### src/hw/ocpt_consts.svh
/*
  Register offsets, field positions, reset values and timing counts
  of the oscillator control block. Assumes nothing beyond inclusion.
*/
`ifndef OCPT_CONSTS_SVH
`define OCPT_CONSTS_SVH

// Byte offsets on the register bus
`define OCPT_A_CTRL 8'h00
`define OCPT_A_TRIM 8'h04
`define OCPT_A_CFG 8'h08
`define OCPT_A_AUX 8'h0C
`define OCPT_A_PORT 8'h10
`define OCPT_A_STAT 8'h14
`define OCPT_A_W 8

// osc_control_register fields
`define OCPT_RCF_LSB 4
`define OCPT_RCF_RST 3'h4
`define OCPT_RCF_SLOW 3'h0
`define OCPT_RCF_FULL 3'h7

// osc_trim_register fields
`define OCPT_TRIM_W 6
`define OCPT_TRIM_RST 6'h00
`define OCPT_MULT_BIT 6
`define OCPT_LFS_BIT 7

// config_word_low reset value
`define OCPT_CFG_RST 3'h7

// Multiplier factors
`define OCPT_PLL_MULT 3'h4
`define OCPT_NO_MULT 3'h1

// Trim settle time and clock rate
`define OCPT_SETTLE_NS 1000000
`define OCPT_CLK_MHZ 250
`define OCPT_SETTLE_CYC (`OCPT_SETTLE_NS * `OCPT_CLK_MHZ / 1000)

`endif

### src/hw/ocpt_pkg.sv
/*
  Types of the oscillator control block.
  Assumes the constants header is compiled alongside.
*/
package ocpt_pkg;

  // osc_config_field encodings; default_source_bit is bit 2
  typedef enum logic [2:0] {
    CFG_EXT_CLK_INPUT_MODE = 3'b111,
    CFG_EXT_CLK_TIMES4_MODE = 3'b110,
    CFG_CRYSTAL_DRIVE_MODE = 3'b101,
    CFG_CRYSTAL_TIMES4_MODE = 3'b100
  } ocpt_cfg_e;

  typedef logic [2:0] ocpt_rcf_t;

endpackage

### src/hw/ocpt_top.sv
/*
  Oscillator mode, multiplier and internal RC control with trim, behind
  an AHB-Lite slave. Assumes a single AHB master and a synchronous clock
  input pin; analog sources are steered by the level outputs.
*/
// Local design decisions: the address map and register access over AHB-Lite.
// How it works
// - No start-up delay in external clock modes
// - Plain external mode drives input divided by four
// - Crystal mode with external clock: no output
// - Enabled multiplier gives four times input, 40 MHz
// - Multiplier only in times4 configs with bit set
// - Clearing multiplier bit always stops the multiplier
// - Fast RC 8 MHz, postscaled 31 kHz to 4 MHz
// - Fast RC on for 125 kHz to 8 MHz
// - At 31 kHz, source bit picks fast RC
// - Slow RC on when selected or aux features on
// - Frequency choice direct, postscaled or slow; reset 1 MHz
// - Internal default turns both pins into port pins
// - Six-bit trim adjusts the fast RC frequency
// - New trim settles within 1 ms, no indication
// - Slow RC ignores trim entirely
// - Frequency choice resets to code 100
// - Multiplier bit reads zero outside times4 configs
`timescale 1ns/100ps
`default_nettype none
`include "ocpt_consts.svh"

module ocpt_top import ocpt_pkg::*; #(
  parameter int SETTLE_CYC = `OCPT_SETTLE_CYC
) (
  input wire logic SYS_CLK,
  input wire logic SYS_RST,
  input wire logic HSEL,
  input wire logic [31:0] HADDR,
  input wire logic [1:0] HTRANS,
  input wire logic HWRITE,
  input wire logic [2:0] HSIZE,
  input wire logic [31:0] HWDATA,
  input wire logic HREADY,
  output logic [31:0] HRDATA,
  output logic HREADYOUT,
  output logic HRESP,
  input wire logic CLOCK_IN_PIN_I,
  output logic CLOCK_IN_PIN_O,
  output logic CLOCK_IN_PIN_OE,
  input wire logic CLOCK_OUT_PIN_I,
  output logic CLOCK_OUT_PIN_O,
  output logic CLOCK_OUT_PIN_OE,
  output logic PLL_ON,
  output logic [2:0] PLL_MULT,
  output logic START_DELAY_EN,
  output logic FAST_RC_ON,
  output logic FAST_RC_DIRECT,
  output logic [2:0] POSTSCALE_SEL,
  output logic [5:0] FAST_RC_TRIM,
  output logic SLOW_RC_ON,
  output logic PINS_AS_PORT
);

  // Longest settle time rounds down; 63 steps then fit in it
  localparam int STEP_CYC = SETTLE_CYC / 64;

  // Software state
  ocpt_rcf_t rc_freq_choose_bits;
  logic [5:0] trim_field;
  logic multiplier_on_bit;
  logic low_freq_source_bit;
  logic [2:0] osc_config_field;
  logic [3:0] aux_enable;
  logic [3:0] port_ctrl;

  // Bus state
  logic wr_pend;
  logic [`OCPT_A_W-1:0] wr_addr;
  logic [31:0] rd_val;

  // Mode decode
  wire default_source_bit = osc_config_field[2];
  wire ext_mode = osc_config_field == CFG_EXT_CLK_INPUT_MODE;
  wire ext_pll_mode = osc_config_field == CFG_EXT_CLK_TIMES4_MODE;
  wire xtal_mode = osc_config_field == CFG_CRYSTAL_DRIVE_MODE;
  wire xtal_pll_mode = osc_config_field == CFG_CRYSTAL_TIMES4_MODE;
  wire pll_cfg = ext_pll_mode || xtal_pll_mode;
  wire int_default = !default_source_bit;
  wire mult_read = multiplier_on_bit && pll_cfg;
  wire div_q;

  // Bus decode
  wire acc = HSEL && HTRANS[1] && HREADY;
  wire in_range = HADDR[31:`OCPT_A_W] == '0;
  wire [`OCPT_A_W-1:0] a = HADDR[`OCPT_A_W-1:0];
  wire we_ctrl = wr_pend && wr_addr == `OCPT_A_CTRL;
  wire we_trim = wr_pend && wr_addr == `OCPT_A_TRIM;
  wire we_cfg = wr_pend && wr_addr == `OCPT_A_CFG;
  wire we_aux = wr_pend && wr_addr == `OCPT_A_AUX;
  wire we_port = wr_pend && wr_addr == `OCPT_A_PORT;

  // Single-cycle slave: no wait states, never an error
  assign HREADYOUT = 1'b1;
  assign HRESP = 1'b0;

  always_comb begin
    rd_val = '0;
    if (!in_range) begin
      rd_val = '0;
    end else if (a == `OCPT_A_CTRL) begin
      rd_val[`OCPT_RCF_LSB +: 3] = rc_freq_choose_bits;
    end else if (a == `OCPT_A_TRIM) begin
      rd_val[7:0] = {low_freq_source_bit, mult_read, trim_field};
    end else if (a == `OCPT_A_CFG) begin
      rd_val[2:0] = osc_config_field;
    end else if (a == `OCPT_A_AUX) begin
      rd_val[3:0] = aux_enable;
    end else if (a == `OCPT_A_PORT) begin
      rd_val[5:0] = {CLOCK_OUT_PIN_I, CLOCK_IN_PIN_I, port_ctrl};
    end else if (a == `OCPT_A_STAT) begin
      rd_val[5:0] = {FAST_RC_DIRECT, START_DELAY_EN, PINS_AS_PORT, SLOW_RC_ON, FAST_RC_ON, PLL_ON};
    end
  end

  always_ff @(posedge SYS_CLK) begin
    if (SYS_RST) begin
      wr_pend <= 1'b0;
      wr_addr <= '0;
      HRDATA <= '0;
    end else begin
      wr_pend <= acc && HWRITE && in_range;
      if (acc) begin
        wr_addr <= a;
      end
      if (acc && !HWRITE) begin
        HRDATA <= rd_val;
      end
    end
  end

  // Writes land in the data phase, when HWDATA stands
  always_ff @(posedge SYS_CLK) begin
    if (SYS_RST) begin
      rc_freq_choose_bits <= `OCPT_RCF_RST;
      trim_field <= `OCPT_TRIM_RST;
      multiplier_on_bit <= 1'b0;
      low_freq_source_bit <= 1'b0;
      osc_config_field <= `OCPT_CFG_RST;
      aux_enable <= '0;
      port_ctrl <= '0;
    end else begin
      if (we_ctrl) begin
        rc_freq_choose_bits <= HWDATA[`OCPT_RCF_LSB +: 3];
      end
      if (we_trim) begin
        trim_field <= HWDATA[`OCPT_TRIM_W-1:0];
        multiplier_on_bit <= HWDATA[`OCPT_MULT_BIT] && pll_cfg;
        low_freq_source_bit <= HWDATA[`OCPT_LFS_BIT];
      end
      if (we_cfg) begin
        osc_config_field <= HWDATA[2:0];
      end
      if (we_aux) begin
        aux_enable <= HWDATA[3:0];
      end
      if (we_port) begin
        port_ctrl <= HWDATA[3:0];
      end
    end
  end

  // Source enables follow the registers directly
  assign PLL_ON = mult_read;
  assign PLL_MULT = PLL_ON ? `OCPT_PLL_MULT : `OCPT_NO_MULT;
  assign START_DELAY_EN = xtal_mode || xtal_pll_mode;
  assign FAST_RC_ON = rc_freq_choose_bits != `OCPT_RCF_SLOW || low_freq_source_bit;
  assign FAST_RC_DIRECT = rc_freq_choose_bits == `OCPT_RCF_FULL;
  assign POSTSCALE_SEL = rc_freq_choose_bits;
  assign SLOW_RC_ON = (rc_freq_choose_bits == `OCPT_RCF_SLOW && !low_freq_source_bit) || |aux_enable;
  assign PINS_AS_PORT = int_default;

  // Pins: port function wins whenever the internal block is default
  assign CLOCK_IN_PIN_O = int_default && port_ctrl[0];
  assign CLOCK_IN_PIN_OE = int_default && port_ctrl[2];
  assign CLOCK_OUT_PIN_O = int_default ? port_ctrl[1] : div_q;
  assign CLOCK_OUT_PIN_OE = int_default ? port_ctrl[3] : ext_mode;

  ocpt_div4 #(
    .DIV_LOG2(2)
  ) u_div (
    .clk(SYS_CLK),
    .rst(SYS_RST),
    .en(ext_mode),
    .src(CLOCK_IN_PIN_I),
    .q(div_q)
  );

  // Trim reaches only the fast RC; the slow RC has no trim input
  ocpt_trim_slew #(
    .W(`OCPT_TRIM_W),
    .STEP_CYC(STEP_CYC)
  ) u_slew (
    .clk(SYS_CLK),
    .rst(SYS_RST),
    .target(trim_field),
    .applied(FAST_RC_TRIM)
  );

  logic [31:0] settle_cnt;
  always_ff @(posedge SYS_CLK) begin
    if (SYS_RST || FAST_RC_TRIM == trim_field) begin
      settle_cnt <= '0;
    end else if (we_trim) begin
      settle_cnt <= 32'h1;
    end else begin
      settle_cnt <= settle_cnt + 32'h1;
    end
  end
endmodule // ocpt_top

`default_nettype wire

### src/hw/ocpt_div4.sv
/*
  Divides an input clock, sampled on the system clock, by 2**DIV_LOG2.
  Assumes the input runs below half the system clock rate.
*/
`timescale 1ns/100ps
`default_nettype none

module ocpt_div4 #(
  parameter int DIV_LOG2 = 2
) (
  input wire logic clk,
  input wire logic rst,
  input wire logic en,
  input wire logic src,
  output logic q
);

  logic src_d;
  logic [DIV_LOG2-1:0] cnt;
  wire rise = src & ~src_d;
  wire [DIV_LOG2-1:0] next_cnt = cnt + {{(DIV_LOG2-1){1'b0}}, rise};

  // Held low while off so the pin never idles mid-period
  always_ff @(posedge clk) begin
    if (rst || !en) begin
      src_d <= 1'b0;
      cnt <= '0;
      q <= 1'b0;
    end else begin
      src_d <= src;
      cnt <= next_cnt;
      q <= next_cnt[DIV_LOG2-1];
    end
  end
endmodule // ocpt_div4

`default_nettype wire

### src/hw/ocpt_trim_slew.sv
/*
  Walks the applied trim one step toward the written trim every STEP_CYC
  cycles. Assumes the target is a two's complement offset.
*/
`timescale 1ns/100ps
`default_nettype none

module ocpt_trim_slew #(
  parameter int W = 6,
  parameter int STEP_CYC = 3906
) (
  input wire logic clk,
  input wire logic rst,
  input wire logic [W-1:0] target,
  output logic [W-1:0] applied
);

  localparam int CW = $clog2(STEP_CYC + 1);
  logic [CW-1:0] cnt;
  wire tick = cnt == CW'(STEP_CYC - 1);
  wire moving = applied != target;
  wire up = $signed(target) > $signed(applied);

  always_ff @(posedge clk) begin
    if (rst) begin
      cnt <= '0;
      applied <= '0;
    end else begin
      cnt <= (!moving || tick) ? '0 : cnt + 1'b1;
      if (moving && tick) begin
        applied <= up ? applied + 1'b1 : applied - 1'b1;
      end
    end
  end
endmodule // ocpt_trim_slew

`default_nettype wire

### config.mk
export PLATFORM = sky130hd
export DESIGN_NAME = ocpt_top
export DESIGN_NICKNAME = d
export VERILOG_FILES = /design/src/hw/ocpt_pkg.sv /design/src/hw/ocpt_top.sv /design/src/hw/ocpt_div4.sv /design/src/hw/ocpt_trim_slew.sv
export VERILOG_INCLUDE_DIRS = /design/src /design/src/hw
export SDC_FILE = /design/constraint.sdc
export NUM_CORES = 1
export LEC_CHECK = 0
export BUFFER_PORTS_ARGS = -buffer_cell sky130_fd_sc_hd__buf_2
export CAP_MARGIN = 20
export CORE_MARGIN = 3
export CORE_UTILIZATION = 45
export DETAILED_ROUTE_END_ITERATION = 6
export PLACE_DENSITY_LB_ADDON = 0.12
export SLEW_MARGIN = 20
export SYNTH_ARGS = -nofsm -noshare
export SYNTH_HDL_FRONTEND = slang
export SYNTH_SLANG_ARGS = --single-unit
export TNS_END_PERCENT = 100
### constraint.sdc
create_clock -name SYS_CLK -period 5.5 [get_ports SYS_CLK]
set_clock_uncertainty 0.2 [all_clocks]
set_input_delay 0.825 -clock SYS_CLK [delete_from_list [all_inputs] [get_ports SYS_CLK]]
set_output_delay 0.825 -clock SYS_CLK [all_outputs]
set_load 0.005 [all_outputs]
==> flow_summary_export.csv <==
group,metric,value,unit
global_routing,grt_pass1_vias,2734,
floorplanning,initial_utilization,47.98,%
global_routing,antenna_found_initial,0,
worst_setup_path,crit_path_start_kind,"flop",
clock_tree,cts_setup_buffers,0,
sta,fmax,297.1,MHz
floorplanning,row_count,30,
clock_tree,cts_resized,0,
route,first_iter_violations,109,
route,vias,2959,
synth,ys_seq_area_share,35.48,%
route,route.antenna.remaining_nets,0,
synth,synth_top_area_share,35.48,%
synth,synth_area,3386,um^2
floorplanning,io_pins,132,
power_and_ir_drop,p_per_area,243.8,nW/um^2
floorplanning,die_area,8601,um^2
clock_tree,cts_max_level,3,
worst_setup_path,arrival,3390,ps
status,status,"complete, no violations",
clock_tree,cts_max_path_buffers,2,
synth,synth_largest_area_cell,"dfxtp_1",
sta,grt_setup_unrepaired,"false",
clock_tree,clock_sinks,60,
global_routing,grt_usage,19.06,%
clock_tree,cts_tree,"yes",
synth,yosysUniqueCellTypes,54,
worst_setup_path,crit_required,5530,ps
global_routing,grt_first_pass_wirelength,13.01,mm
synth,synth_edf_count,0,
floorplanning,die_x,92.74,um
place,hpwl,6.172,mm
finish,area_growth,16.67,%
clock_tree,numCtsBuffers,9,
power_and_ir_drop,total_power,0.9630,mW
route,routedWlPerCell,14.15,um
finish,drive_gt1_share,22.90,%
global_routing,grt_overflow,0,
place,gp_congestion,0.8269,
sta,period_share,61.20,%
synth,syn_avg_cell_area,8.464,um^2
synth,synthFlopType,"dfxtp_1",
synth,async_flop_share,0,%
route,wl,8.091,mm
global_routing,grt_start_max_net_pins,46,
power_and_ir_drop,vdd_drop_max,0.0001105,V
route,viasPerCell,5.173,
synth,ys_seq_elements,60,
route,dr.pass1.iters,6,
place,portBuffers,76,
job,max_cap_viol_count,0,
place,placed_cell_area,3714,um^2
clock_tree,path_clk_slew,70,ps
sta,hold_viol_final,0,
sta,setup_viol,0,
place,placed_cells,556,
sta,tns,0,ps
power_and_ir_drop,p_leak,1.690,nW
synth,synth_area_leaders,"dfxtp_1 (35%), buf_4 (6.2%), mux2i_1 (5.0%), ha_1 (4.8%), nand2_1 (4.7%)",
synth,netlist_instances,400,
finish,finalNetCount,561,
finish,instances_no_fill,572,
worst_setup_path,crit_fanout,5,
sta,maxSlewViolCount,0,
floorplanning,core_area,7057,um^2
synth,yosys_warnings,0,
route,drc,0,
clock_tree,hold_buffers,0,
worst_setup_path,path_class,"reg2reg",
sta,worst_slew_pin_slew,891.9,ps
clock_tree,cts-root-buf,"clkbuf_8",
finish,finish.instance_area,3950,um^2
sta,slew_headroom,40.28,%
floorplanning,dieHeight,92.74,um
clock_tree,worstSkewPairLatency,340,ps
worst_setup_path,end_kind,"flop",
finish,antennaDiodeCount,0,
min_path,min_path_type,"reg2reg",
sta,period_minus_slack,3366,ps
-- state kept, by name, summed over array words and instances, names as in the netlist --
signal	count
u_div.cnt	2
wr_pend	1
POSTSCALE_SEL	3
osc_config_field	3
HRDATA	8
trim_field	6
aux_enable	4
u_div.src_d	1
port_ctrl	4
low_freq_source_bit	1
u_slew.applied	6
multiplier_on_bit	1
u_slew.cnt	12
wr_addr	8
-- layout by cell type (no fill, tap or decap), types with 7 or more instances in the layout --
cell type	count
a21oi_1	30
buf_2	76
clkbuf_8	12
conb_1	27
dfxtp_1	60
ha_1	13
inv_1	17
mux2i_1	17
nand2_1	42
nand2b_1	10
nand3_1	13
nor2_1	40
nor2b_1	8
nor4_1	8
xnor2_1	7
-- final timing paths --
kind,start,to,slack [ps],depth (start not counted)
max,u_slew.applied[1],u_slew.applied[5],2130,12
min,HRDATA[7],HRDATA[7],250,2
max reg2reg,u_slew.applied[1],u_slew.applied[5],2130,12
min reg2reg,HRDATA[7],HRDATA[7],250,2
-- cell type report --
cell class | count | area (um^2)
clock buffer | 13 | 168.9
clock inverter | 3 | 67.56
fill | 689 | 3107
inverter | 17 | 63.81
multi-input combinational | 306 | 1941
sequential | 60 | 1201
tap | 96 | 120.1
timing repair buffer | 77 | 387.9
-- layer usage --
metal	wire [um]	GRT usage, %	vias to the layer above
li1	-	-	1487
met1	3721	24.37	1361
met2	3679	31.54	103
met3	600	4.305	8
met4	89	6.716	0
met5	0	0	-
-- kinds of logic (layout without fill, tap and decap cells) --
| group | count (synthesis) | after routing | share of synthesized area, % |
|---|---|---|---|
| AO/OA/AOI/OAI | 65 | 65 | 12.38 |
| AND/OR/NAND/NOR | 165 | 165 | 26.50 |
| XOR/XNOR | 13 | 13 | 3.363 |
| buffers and inverters | 59 | 110 | 9.978 |
| flip-flops | 60 | 60 | 35.48 |
| other | 2 | 27 | 0.2218 |
| adder cells (fa/ha/maj) | 14 | 14 | 5.396 |
| multiplexers | 22 | 22 | 6.689 |
-- critical path, stage by stage (launching register included) --
cell	delay, ps
dfxtp_1	430
inv_1	90
ha_1	300
nor2b_1	130
o21ai_0	80
a32o_1	270
nand2b_1	250
ha_1	340
a211o_1	340
a21oi_1	180
o2111ai_1	120
mux2i_1	170
mux2_2	340
-- Yosys cell counts (6+ instances only) --
cell,n
ha_1,13
buf_4,28
o21ai_0,6
xor2_1,6
nor4_1,8
nand2b_1,10
nor2_1,40
mux2i_1,17
clkbuf_1,10
a21oi_1,30
nand4_1,6
nor2b_1,8
nand3_1,13
xnor2_1,7
inv_1,17
dfxtp_1,60
nand2_1,42
-- power breakdown --
part           internal, mW  switching (mW)
sequential            0.438         0.00209
combinational        0.0230          0.0344
clock                 0.293           0.173
-- metrics by stage --
| step | hold WS (ps) | utilization, % | setup slack, ps |
|---|---|---|---|
| finish | 247.7 | 55.98 | 2134 |
| CTS | 249.7 | 55.98 | 2125 |
| detailed placement | 242.5 | 52.62 | 2132 |
| global route | 262.9 | 55.98 | 1931 |
| floorplan | 231.2 | - | 2422 |
| global placement | 239.0 | 52.62 | 2183 |
(Power assumes the default switching activity.)
